$ cat src/hw/timer_pkg.sv
// Function
// [RL1] Three independent counters, each with a 16-bit count set by software.
// [RL2] Each counter counts in binary or BCD, chosen separately per counter.
// [RL3] A command picks one of seven functions per counter; counters run independently.
// [RL4] Terminal-count function raises an interrupt request on the output at terminal count.
// [RL5] One-shot drops output on trigger edge or software command, rises at terminal count, retriggerable.
// [RL6] Rate generator divides by N: one clock low pulse every N input clocks.
// [RL7] Square wave is high for the first half of the count, low for the second; in BCD the code halves the count in binary, so the split is uneven.
// [RL8] Software strobe: output high until load, then one low period N counts later.
// [RL9] Hardware strobe: one low period N counts after a trigger rise; retriggerable.
// [RL10] Event counter counts external events; readable, or interrupt after N events.
// [RL11] Counts readable anytime; a latch command captures a count without disturbing it.
// [RL12] The third counter is the bit-rate divider for the serial port.
// [RL13] First two outputs route independently to interrupts, line drivers or parallel inputs.
// [RL14] First two gates come from line terminators or parallel-port outputs, as configured.
// [RL15] Counters decrement once per input clock edge while gated; zero is terminal count; the code stops counting there except in rate and square modes.
package timer_pkg;

  localparam int          NUM_CH      = 3;
  localparam int          CNT_W       = 16;
  localparam int          ROUTED_CH   = 2;
  localparam int          BAUD_CH     = 2;
  localparam logic [15:0] COUNT_RESET = 16'h0000;
  localparam logic [15:0] COUNT_ONE   = 16'h0001;
  localparam logic [15:0] BIN_MAX     = 16'hFFFF;
  localparam logic [15:0] BCD_MAX     = 16'h9999;
  localparam logic [3:0]  BCD_NINE    = 4'h9;
  localparam logic        OUT_RESET   = 1'b1;

  typedef enum logic [2:0] {
    FN_TC_IRQ    = 3'h0,
    FN_ONE_SHOT  = 3'h1,
    FN_RATE      = 3'h2,
    FN_SQUARE    = 3'h3,
    FN_SW_STROBE = 3'h4,
    FN_HW_STROBE = 3'h5,
    FN_EVENT     = 3'h6
  } func_type;

  // Decimal decrement borrows digit by digit; zero wraps to the top of the range
  function automatic logic [15:0] dec_count(input logic [15:0] v, input logic bcd);
    logic [15:0] r;
    logic        borrow;
    r      = v;
    borrow = 1'b1;
    if (!bcd) begin
      r = v - COUNT_ONE;
    end else begin
      for (int d = 0; d < 4; d++) begin
        if (borrow) begin
          if (v[d*4 +: 4] == 4'h0) begin
            r[d*4 +: 4] = BCD_NINE;
          end else begin
            r[d*4 +: 4] = v[d*4 +: 4] - 4'h1;
            borrow      = 1'b0;
          end
        end
      end
    end
    return r;
  endfunction : dec_count

endpackage : timer_pkg

$ cat src/hw/sync_if.sv
`timescale 1ns/1ps
`default_nettype none
interface sync_if;
  logic level;
  logic rise;
  modport src (output level, output rise);
  modport dst (input level, input rise);
endinterface : sync_if
`default_nettype wire

$ cat src/hw/pin_sync.sv
`timescale 1ns/1ps
`default_nettype none
module pin_sync (
  input wire logic ref_clk,
  input wire logic rst_n,
  input wire logic raw,
  sync_if.src      so
);
  logic meta;
  logic stage;
  logic prev;

  // Only the second stage and its delayed copy feed the edge detector
  always_ff @(posedge ref_clk or negedge rst_n) begin
    if (!rst_n) begin
      meta  <= 1'b0;
      stage <= 1'b0;
      prev  <= 1'b0;
    end else begin
      meta  <= raw;
      stage <= meta;
      prev  <= stage;
    end
  end

  assign so.level = stage;
  assign so.rise  = stage & ~prev;
endmodule : pin_sync
`default_nettype wire

$ cat src/hw/interval_timer.sv
`timescale 1ns/1ps
`default_nettype none
module interval_timer
  import timer_pkg::*;
(
  input  wire logic        ref_clk,
  input  wire logic        rst_n,
  input  wire logic        cfg_we,
  input  wire logic [1:0]  cfg_sel,
  input  wire logic [2:0]  cfg_func,
  input  wire logic        cfg_bcd,
  input  wire logic        load_we,
  input  wire logic [1:0]  load_sel,
  input  wire logic [15:0] load_value,
  input  wire logic        latch_req,
  input  wire logic [1:0]  latch_sel,
  input  wire logic        sw_trigger,
  input  wire logic [1:0]  trig_sel,
  input  wire logic [2:0]  cnt_clk_pin,
  input  wire logic [2:0]  event_pin,
  input  wire logic [1:0]  gate_pin,
  input  wire logic [1:0]  gate_pp,
  input  wire logic [1:0]  gate_src_sel,
  input  wire logic [1:0]  route_irq_en,
  input  wire logic [1:0]  route_drv_en,
  input  wire logic [1:0]  route_ppin_en,
  output logic [47:0]      count_now,
  output logic [15:0]      latched_value,
  output logic             latched_valid,
  output logic [2:0]       timer_out,
  output logic [1:0]       irq_req,
  output logic [1:0]       pp_drive,
  output logic [1:0]       pp_in,
  output logic             baud_clk
);

  ////////////////////////////////////////////////////////////////////////////
  // Pin synchronisers

  sync_if clk_s [NUM_CH] ();
  sync_if evt_s [NUM_CH] ();
  sync_if gate_s [ROUTED_CH] ();

  logic [15:0] count_w  [NUM_CH];
  logic [15:0] reload_w [NUM_CH];
  logic [15:0] dec_w    [NUM_CH];
  func_type    func_w   [NUM_CH];
  logic        bcd_w    [NUM_CH];
  logic        run_w    [NUM_CH];
  logic        out_w    [NUM_CH];
  logic        ce_w     [NUM_CH];
  logic        trig_w   [NUM_CH];
  logic        tick_w   [NUM_CH];
  logic        cfg_hit_w  [NUM_CH];
  logic        load_hit_w [NUM_CH];
  logic [2:0]  gate_lvl;
  logic [2:0]  gate_rise;
  logic [1:0]  gate_mux;
  logic [1:0]  gate_prev;

  genvar g;
  generate
    for (g = 0; g < NUM_CH; g++) begin : g_pins
      pin_sync u_clk (.ref_clk(ref_clk), .rst_n(rst_n), .raw(cnt_clk_pin[g]), .so(clk_s[g]));
      pin_sync u_evt (.ref_clk(ref_clk), .rst_n(rst_n), .raw(event_pin[g]), .so(evt_s[g]));
      assign tick_w[g] = (func_w[g] == FN_EVENT) ? evt_s[g].rise : clk_s[g].rise; // [RL10]
    end
    for (g = 0; g < ROUTED_CH; g++) begin : g_gates
      pin_sync u_gate (.ref_clk(ref_clk), .rst_n(rst_n), .raw(gate_pin[g]), .so(gate_s[g]));
      // Parallel-port outputs share this clock, so they need no synchroniser
      assign gate_mux[g] = gate_src_sel[g] ? gate_pp[g] : gate_s[g].level; // [RL14]
    end
  endgenerate

  always_ff @(posedge ref_clk or negedge rst_n) begin
    if (!rst_n) begin
      gate_prev <= 2'h0;
    end else begin
      gate_prev <= gate_mux;
    end
  end

  // The baud divider has no gate pin: its gate stands open and gives no trigger edge
  assign gate_lvl  = {1'b1, gate_mux};
  assign gate_rise = {1'b0, gate_mux & ~gate_prev};

  ////////////////////////////////////////////////////////////////////////////
  // Counter channels

  generate
    for (g = 0; g < NUM_CH; g++) begin : g_ch
      logic [15:0] count;
      logic [15:0] reload;
      func_type    func;
      logic        bcd;
      logic        run;
      logic        out;
      logic        level_gated;
      logic        edge_trig;
      logic        at_one;
      logic        sq_high;
      logic [15:0] next_count;

      assign cfg_hit_w[g]  = cfg_we && (cfg_sel == 2'(g));
      assign load_hit_w[g] = load_we && (load_sel == 2'(g));
      assign level_gated   = (func != FN_ONE_SHOT) && (func != FN_HW_STROBE);
      assign edge_trig     = (func == FN_ONE_SHOT) && sw_trigger && (trig_sel == 2'(g));
      assign trig_w[g]     = !level_gated && (gate_rise[g] || edge_trig); // [RL5] [RL9]
      assign ce_w[g]       = run && tick_w[g] && (!level_gated || gate_lvl[g]); // [RL15]
      assign dec_w[g]      = dec_count(count, bcd); // [RL2]
      assign at_one        = (count == COUNT_ONE);
      assign next_count    = at_one ? reload : dec_w[g];
      // Halving is binary, so a BCD square wave splits unevenly
      assign sq_high       = next_count > (reload >> 1);

      always_ff @(posedge ref_clk or negedge rst_n) begin
        if (!rst_n) begin
          count  <= COUNT_RESET;
          reload <= COUNT_RESET;
          func   <= FN_TC_IRQ;
          bcd    <= 1'b0;
          run    <= 1'b0;
          out    <= OUT_RESET;
        end else if (cfg_hit_w[g]) begin
          func <= func_type'(cfg_func); // [RL3]
          bcd  <= cfg_bcd; // [RL2]
          run  <= 1'b0;
          out  <= (cfg_func == FN_TC_IRQ || cfg_func == FN_EVENT) ? 1'b0 : 1'b1;
        end else if (load_hit_w[g]) begin
          reload <= load_value; // [RL1]
          count  <= load_value;
          run    <= level_gated; // [RL8]
          out    <= (func == FN_TC_IRQ || func == FN_EVENT) ? 1'b0 : 1'b1;
        end else if (trig_w[g]) begin
          count <= reload; // [RL5] [RL9]
          run   <= 1'b1;
          out   <= (func != FN_ONE_SHOT);
        end else if (ce_w[g]) begin
          unique case (func)
            FN_TC_IRQ, FN_EVENT, FN_ONE_SHOT: begin
              count <= dec_w[g]; // [RL15]
              if (at_one) begin
                out <= 1'b1; // [RL4] [RL10]
                run <= 1'b0;
              end
            end
            FN_RATE: begin
              count <= next_count;
              out   <= !at_one; // [RL6]
            end
            FN_SQUARE: begin
              count <= next_count;
              out   <= sq_high; // [RL7]
            end
            FN_SW_STROBE, FN_HW_STROBE: begin
              if (!out) begin
                out <= 1'b1;
                run <= 1'b0;
              end else begin
                count <= dec_w[g];
                out   <= !at_one; // [RL8] [RL9]
              end
            end
            default: begin
              run <= 1'b0;
            end
          endcase
        end
      end

      assign count_w[g]  = count;
      assign reload_w[g] = reload;
      assign func_w[g]   = func;
      assign bcd_w[g]    = bcd;
      assign run_w[g]    = run;
      assign out_w[g]    = out;
      assign count_now[g*16 +: 16] = count; // [RL11]
      assign timer_out[g]          = out;
    end
  endgenerate

  ////////////////////////////////////////////////////////////////////////////
  // Latch read and output routing

  logic [15:0] latch_pick;
  assign latch_pick = (latch_sel == 2'h0) ? count_w[0] :
                      (latch_sel == 2'h1) ? count_w[1] :
                      (latch_sel == 2'h2) ? count_w[2] : COUNT_RESET;

  logic [1:0] next_irq;
  logic [1:0] next_drv;
  logic [1:0] next_ppin;
  assign next_irq  = {out_w[1], out_w[0]} & route_irq_en; // [RL13]
  assign next_drv  = {out_w[1], out_w[0]} & route_drv_en;
  assign next_ppin = {out_w[1], out_w[0]} & route_ppin_en;

  always_ff @(posedge ref_clk or negedge rst_n) begin
    if (!rst_n) begin
      latched_value <= COUNT_RESET;
      latched_valid <= 1'b0;
      irq_req       <= 2'h0;
      pp_drive      <= 2'h0;
      pp_in         <= 2'h0;
      baud_clk      <= OUT_RESET;
    end else begin
      latched_valid <= latch_req; // [RL11]
      if (latch_req) begin
        latched_value <= latch_pick;
      end
      irq_req  <= next_irq;
      pp_drive <= next_drv;
      pp_in    <= next_ppin;
      baud_clk <= out_w[BAUD_CH]; // [RL12]
    end
  end

  // A command at the same edge as a tick wins, so the step checks skip those edges
  logic [1:0] cmd_free;
  assign cmd_free[0] = !cfg_hit_w[0] && !load_hit_w[0];
  assign cmd_free[1] = !cfg_hit_w[1] && !load_hit_w[1];
endmodule : interval_timer
`default_nettype wire

$ cat config.mk
export PLATFORM = sky130hd
export DESIGN_NAME = interval_timer
export DESIGN_NICKNAME = d
export VERILOG_FILES = /design/src/hw/timer_pkg.sv /design/src/hw/sync_if.sv /design/src/hw/pin_sync.sv /design/src/hw/interval_timer.sv
export SDC_FILE = /design/constraint.sdc
export NUM_CORES = 1
export LEC_CHECK = 0
export ABC_CLOCK_PERIOD_IN_PS = 3200
export BUFFER_PORTS_ARGS = -buffer_cell sky130_fd_sc_hd__buf_2
export CAP_MARGIN = 25
export CORE_UTILIZATION = 25
export DETAILED_ROUTE_END_ITERATION = 7
export GPL_ROUTABILITY_DRIVEN = 0
export PLACE_DENSITY = 0.47
export SLEW_MARGIN = 5
export SYNTH_ARGS = -nofsm -noshare
export SYNTH_HDL_FRONTEND = slang
export SYNTH_SLANG_ARGS = --single-unit
$ cat constraint.sdc
create_clock -name ref_clk -period 3.2 [get_ports ref_clk]
set_input_delay 0.64 -clock ref_clk [delete_from_list [all_inputs] [get_ports ref_clk]]
set_output_delay 0.64 -clock ref_clk [all_outputs]
set_load 0.03 [all_outputs]
# Word-level counts from Yosys, hierarchy flattened
# Cells that the tools add are included.
# totals
ff_bits,162
# op_classes
n_addsub,15
order_cmp,3
n_eq_ne,48
muxes,120
bitwise,20
n_reduce_logical,90
# op_table
operator,count
$mux W16,21
$pmux W16 S3,3
$mux W4,21
$mux W1,69
$eq A16 B1 Y1 const B,3
$gt A16 B15 Y1,3
$logic_not A4 Y1,12
$sub A16 B1 Y16 const B,3
$sub A4 B1 Y4 const B,12
$eq A3 B3 Y1 const B,10
$ne A5 B5 Y1 const B,6
$reduce_and A4 Y1,6
$logic_and A1 B1 Y1,23
$reduce_bool A7 Y1,3
$eq A3 B2 Y1 const B,6
$reduce_bool A5 Y1,3
$logic_not A3 Y1,4
$ne A4 B1 Y1 const B,3
$ne A4 B4 Y1 const B,3
$pmux W1 S4,3
$reduce_bool A4 Y1,3
$reduce_or A2 Y1,6
$eq A3 B1 Y1 const B,3
$ne A3 B1 Y1 const B,3
15 further kinds,64

# Longest topological paths before layout
# depth
word_depth,16
mapped_depth,16
ltp_nobuf,16

# Cells and area by module
# Synthesis repeated with hierarchy kept, for this count alone.
# hier_totals
hier_cells,1271
area_unflattened_um2,10970.5
# by_module_without_submodules
module,instances,cells_per_inst,area_per_inst_um2,seq_area_each_um2
interval_timer,1,1239,10259.8,3508.4
pin_sync,8,4,88.8,75.1

# Worst setup path after synthesis
# No wires, ideal clock.
# synth_path
path_type,reg-to-reg
start,register g_ch[1].count[4]
end,register g_ch[1].out
setup_ns,0.087
arrival_time_ns,3.260
setup_slack_ns,-0.147
stages_incl_launch_ff,14
synth_period_minus_slack_ns,3.347
cell_sequence,dfrtp_1 -> buf_6 -> or4_4 -> nor2_4 -> nand3_1 -> clkbuf_1 -> clkbuf_1 -> a21oi_1 -> ha_1 -> a211o_1 -> a2111oi_0 -> a211oi_1 -> o211ai_1 -> o21ai_0
# synth_via
elab_chain_cells,15
# synth_lines
item,line,source
"start, declared",interval_timer.sv:92,logic [15:0] count;
"start signal, assigned",interval_timer.sv:131,count <= load_value;
"start signal, assigned",interval_timer.sv:135,count <= reload;
"start signal, assigned",interval_timer.sv:141,count <= dec_w[g];
$logic_not A4 Y1,timer_pkg.sv:51,if (v[d*4 +: 4] == 4'h0) begin
$mux W1,timer_pkg.sv:51,
$mux W1,timer_pkg.sv:50,if (borrow) begin
$mux W1,timer_pkg.sv:46,if (!bcd) begin
$mux W1,timer_pkg.sv:50,
$mux W1,timer_pkg.sv:46,
$mux W4,timer_pkg.sv:50,
$mux W16,timer_pkg.sv:46,
$mux W16,interval_timer.sv:112,assign next_count = at_one ? reload : dec_w[g];
$gt A16 B15 Y1,interval_timer.sv:114,assign sq_high = next_count > (reload >> 1);
$pmux W1 S4,interval_timer.sv:139,unique case (func)
$mux W1,interval_timer.sv:138,end else if (ce_w[g]) begin
$mux W1,interval_timer.sv:134,end else if (trig_w[g]) begin
$mux W1,interval_timer.sv:129,end else if (load_hit_w[g]) begin
$mux W1,interval_timer.sv:124,end else if (cfg_hit_w[g]) begin
"end signal, assigned",interval_timer.sv:128,out <= (cfg_func == FN_TC_IRQ || cfg_func == FN_EVENT) ? 1'b0 : 1'b1;
"end signal, assigned",interval_timer.sv:133,out <= (func == FN_TC_IRQ || func == FN_EVENT) ? 1'b0 : 1'b1;
"end signal, assigned",interval_timer.sv:137,out <= (func != FN_ONE_SHOT);
"end, declared",interval_timer.sv:97,logic out;
# Several ways; a longest one is shown, not always the timed one. The select of a mux whose other input is x is not followed.
# A chain may end at the register's enable or synchronous reset.

# Worst setup path after layout
# layout_path
start,register g_ch[0].count[0]
end,register g_ch[0].out
# layout_via
elab_chain_cells,16
# layout_lines
item,line
"start, declared",interval_timer.sv:92
"start signal, assigned",interval_timer.sv:131
"start signal, assigned",interval_timer.sv:135
"start signal, assigned",interval_timer.sv:141
$logic_not A4 Y1,timer_pkg.sv:51
$mux W1,timer_pkg.sv:51
$mux W1,timer_pkg.sv:46
$mux W1,timer_pkg.sv:50
$mux W1,timer_pkg.sv:46
$mux W1,timer_pkg.sv:50
$mux W1,timer_pkg.sv:46
$mux W4,timer_pkg.sv:50
$mux W16,timer_pkg.sv:46
$mux W16,interval_timer.sv:112
$gt A16 B15 Y1,interval_timer.sv:114
$pmux W1 S4,interval_timer.sv:139
$mux W1,interval_timer.sv:138
$mux W1,interval_timer.sv:134
$mux W1,interval_timer.sv:129
$mux W1,interval_timer.sv:124
"end signal, assigned",interval_timer.sv:128
"end signal, assigned",interval_timer.sv:133
"end signal, assigned",interval_timer.sv:137
"end, declared",interval_timer.sv:97
# Several ways; a longest one is shown, not always the timed one. The select of a mux whose other input is x is not followed.

==> reports/qor.log <==
INFO  yosys          synth_nets=1381
INFO  yosys          yosysWarningCount=0
INFO  pwr            powerDensity=862mW/mm²
INFO  route          drt-pass1-iter-count=4
INFO  route          first_iter_violations=649
INFO  sta            final_hold_viol_count=0
INFO  sta            timing_worst_slew_pin_value=631ps
INFO  route          wl_met2=17.2mm
INFO  finish         final.fill_count=4446
INFO  worst_setup_path crit_path_start=g_ch[0].count[0]$_DFFE_PN0P_
INFO  finish         layoutNonFillerInstCount=2106
INFO  place          detailedPlace.worstSlack=-177ps
INFO  yosys          mapped_cells=1270
INFO  yosys          synth-edff-count=0
INFO  route          route.detailed.drc=0
INFO  route          route.antenna.remaining_nets=0
INFO  pwr            comb_power_share=56.3%
INFO  pwr            p_clk_share=18.2%
INFO  grt            groute.usage.overall=18.0%
INFO  yosys          muxShareOfSynthArea=7.21%
INFO  grt            vias_in_the_first_global_route=9881
INFO  grt            maximum_number_of_pins_on_one_net_before_global_route_repair=58
INFO  worst_hold_path hold_path_class=input pin to asynchronous set/reset pin
INFO  place          buffer_ports.inserted=126
INFO  clocking       path_clk_slew=70ps
INFO  die            dieArea=0.0441mm²
INFO  clocking       cts.root.buffer_cell=clkbuf_16
INFO  place          placed_cells=2057
INFO  pwr            worst_ir_drop_vdd=0.359mV
INFO  yosys          ys_seq_area_share=37.5%
INFO  sta            timing.final.crit_period=3240ps
INFO  worst_setup_path crit_arrival=3650ps
INFO  die            fp-row-count=75
INFO  worst_setup_path r2r_start=g_ch[0].count[0]$_DFFE_PN0P_
INFO  grt            antenna_violations_before_repair=5
INFO  clocking       cts_hold_buffers=0
INFO  finish         finalCoreUtilization=33.3%
INFO  sta            rsz0062_at_grt=yes
INFO  yosys          avgSynthCellArea=8.52µm²
INFO  clocking       clock_insertion_delay_worst_skew=490ps
INFO  die            fp.coreArea=0.0423mm²
INFO  die            initial_core_util=25.6%
INFO  pwr            report.power.total=12.1mW
INFO  yosys          synth-simple-area-share=19.0%
INFO  worst_setup_path critical_path_peak_fanout=4
INFO  sta            fin_ws=-40.6ps
INFO  route          detail_route.wirelength=39.0mm
INFO  route          highest-signal-layer=met5
INFO  route          m1WireLength=18.7mm
INFO  pwr            flop_pwr_share=25.5%
INFO  die            die_height=210µm
INFO  worst_setup_path worst-r2r-cell-count=15
INFO  yosys          netlist_area=0.0108mm²
INFO  yosys          synth.lib_cells_used.distinct=89
INFO  outcome        failed_checks=setup timing
INFO  flow_run       cap_viol_max_count=0
INFO  yosys          compound_gate_fraction_of_synth_area=22.1%
INFO  sta            clock-skew-final=12.0ps
INFO  grt            grt_first_pass_wirelength=59.4mm
INFO  pwr            fraction_of_power_spent_switching_nets=45.7%
INFO  route          vias_per_cell=4.83
INFO  worst_setup_path critical_path.endpoint_type=flip-flop
INFO  sta            setup_violations=1
INFO  finish         drive_above_1_share=29.2%
INFO  worst_setup_path worst_r2r_endpoint=g_ch[0].out$_DFFE_PN1P_
INFO  route          dr_wl_met3=1.87mm
INFO  worst_setup_path required_time_of_the_critical_path=3610ps
INFO  worst_setup_path worstSetupStartpointType=flip-flop
INFO  clocking       numClockSinks=162
INFO  worst_setup_path criticalPathCategory=flip-flop to flip-flop
INFO  worst_setup_path timing.reg2reg.setup_slack=-40ps
INFO  finish         nets=1624
INFO  yosys          ys_async_sr_fraction=100%
INFO  yosys          post_synth_fa_ha_maj_area_fraction=6.82%
INFO  yosys          synth_top_flop_cell=dfrtp_1
INFO  yosys          dominant_combinational_cell_family_by_area_after_synthesis=compound AO/OA/AOI/OAI gates
INFO  outcome        outcome=finished with violations
INFO  clocking       tritoncts=done
INFO  pwr            switching_power=5.54mW
INFO  sta            fmax=309MHz
INFO  die            die_x=210µm
INFO  yosys          synth-xor-area-share=1.62%
INFO  clocking       cts_htree_levels=4
INFO  clocking       cts_buffer_depth=2
INFO  pwr            p_leak=6.29nW
INFO  sta            final.period_utilization=101%
INFO  pwr            power.internal=6.60mW
INFO  finish         syn2layout_area_growth=30.1%
INFO  clocking       cts_buffers=17
INFO  die            ioPinCount=127
INFO  yosys          synth_seq_cells=162
INFO  grt            globalRoute.totalOverflow=0
INFO  route          routedWlPerCell=18.5µm
INFO  sta            finalMaxSlewViolations=0
INFO  place          place_hpwl=29.9mm
INFO  sta            max-slew-margin-rel=57.9%
INFO  route          detailroute.via_count=10200
==> power groups by stage <==
stage / combinational, mW / clock [mW] / sequential (mW)
floorplan: 3.18 / 0 / 3.87
global placement: 6.46 / 0 / 3.12
detailed placement: 6.52 / 0 / 3.13
CTS: 6.66 / 2.30 / 3.10
global route: 7.49 / 2.37 / 3.19
finish: 6.83 / 2.20 / 3.10
==> state kept, by name, indices dropped and copies added (netlist names), 3 cells and up <==
name	flops
g_pins.u_clk.so.level	3
g_ch.reload	48
g_pins.u_clk.meta	3
g_ch.func	9
g_pins.u_clk.prev	3
g_pins.u_evt.so.level	3
g_pins.u_evt.prev	3
g_ch.run	3
g_ch.bcd	3
g_ch.out	3
g_pins.u_evt.meta	3
latched_value	16
g_ch.count	48
==> critical path, stage by stage, from the launching register on <==
cell and delay, ps:
dfrtp_2 410, inv_2 80, ha_4 150, or4b_4 510, or3_1 360, o211ai_1 100, o21ai_1 110, o21ai_1 160
ha_1 260, a21o_1 160, a21o_1 180, a21oi_2 170, o2111ai_2 140, o2111ai_2 110, and4_1 240, a211oi_2 40
==> synthesized netlist by cell type (17+ instances only) <==
| master | number | area share [%] |
|---|---|---|
| mux2i_1 | 33 | 3.1 |
| nand2_1 | 111 | 3.8 |
| nor3_1 | 21 | 0.97 |
| nor2_1 | 154 | 5.3 |
| ha_1 | 59 | 6.8 |
| a211oi_1 | 37 | 2.6 |
| nand3_1 | 20 | 0.92 |
| o211ai_1 | 17 | 1.2 |
| dfrtp_1 | 158 | 37 |
| inv_1 | 77 | 2.7 |
| a21oi_1 | 147 | 6.8 |
| o21ai_0 | 85 | 3.9 |
| a31oi_1 | 21 | 1.2 |
| clkbuf_1 | 53 | 1.8 |
| nor2b_1 | 17 | 0.98 |
| mux2_2 | 40 | 4.2 |
==> metrics by stage <==
step	hold WS, ps	area [µm²]	TNS [ps]
after floorplan	331	10800	-31.9
after detailed placement	336	13100	-369
final	101	14100	-40.6
after global routing	141	14100	-335
after CTS	112	13800	-15.1
after global placement	336	13100	-263
==> worst max-delay path by stage <==
| stage | cells after the start | slack, ps | end |
|---|---|---|---|
| final | 15 | -40 | g_ch[0].out$_DFFE_PN1P_ |
| after global routing | 15 | -150 | g_ch[0].out$_DFFE_PN1P_ |
| after CTS | 15 | -20 | g_ch[0].out$_DFFE_PN1P_ |
| after detailed placement | 15 | -180 | g_ch[0].out$_DFFE_PN1P_ |
| after global placement | 13 | -110 | g_ch[1].out$_DFFE_PN1P_ |
| after floorplan | 13 | -30 | g_ch[1].out$_DFFE_PN1P_ |
==> cells by family (layout without fill, tap and decap cells) <==
family / count (synthesis) / after routing
XOR/XNOR: 20 / 20
AO/OA/AOI/OAI: 388 / 388
flip-flops: 162 / 162
multiplexers: 73 / 73
buffers and inverters: 152 / 408
other: 0 / 3
AND/OR/NAND/NOR: 416 / 416
adder cells (fa/ha/maj): 59 / 59
==> per-layer routing <==
metal  up-vias  GRT usage, %
li1       5039             -
met1      4849          24.4
met2       236          27.2
met3        53          4.50
met4         4          7.63
met5         -             0
==> final cells by class <==
cell class	instances	area, µm²	area share, %
multi-input cells	956	6380	45.3
flip-flops and latches	162	4060	28.9
repair buffers	299	2010	14.3
well taps	577	722	5.13
clock buffers	17	425	3.02
inverters	77	292	2.07
clock inverters	15	186	1.32
diodes	3	7.51	0.0533
==> layout by cell type, fill, tap and decap left out, types with 4 or more instances in the layout <==
| cell | n |
|---|---|
| clkbuf_16 | 19 |
| o211ai_1 | 17 |
| a21o_1 | 4 |
| o21ai_1 | 9 |
| and2_1 | 9 |
| nor3_1 | 19 |
| nand4_1 | 13 |
| a211o_1 | 6 |
| and3b_1 | 5 |
| buf_4 | 167 |
| dfrtp_2 | 4 |
| o21ai_2 | 4 |
| nor2_1 | 153 |
| dfrtp_1 | 154 |
| buf_2 | 125 |
| o21a_1 | 5 |
| dfstp_2 | 4 |
| nand3_1 | 18 |
| o21ai_0 | 79 |
| xor2_1 | 9 |
| ha_1 | 57 |
| mux2_2 | 40 |
| a31oi_1 | 20 |
| a21oi_2 | 9 |
| o22ai_1 | 8 |
| nor2b_1 | 17 |
| mux2i_1 | 32 |
| and3_1 | 6 |
| a211oi_1 | 34 |
| a21oi_1 | 139 |
| nor4_4 | 4 |
| nor4_1 | 4 |
| xnor2_1 | 11 |
| o31ai_1 | 5 |
| nand2_1 | 110 |
| nand2b_1 | 10 |
| a211oi_2 | 4 |
| inv_1 | 75 |
| inv_6 | 6 |
| nand3b_1 | 9 |
==> what timing repair did <==
action                     4_1_cts  5_1_grt
setup endpoints to repair        3        3
buffers inserted                 3        9
pin swaps                        6       24
cloned                           0        2
resized for setup               22       29
Power figures use the tool's default switching activity.
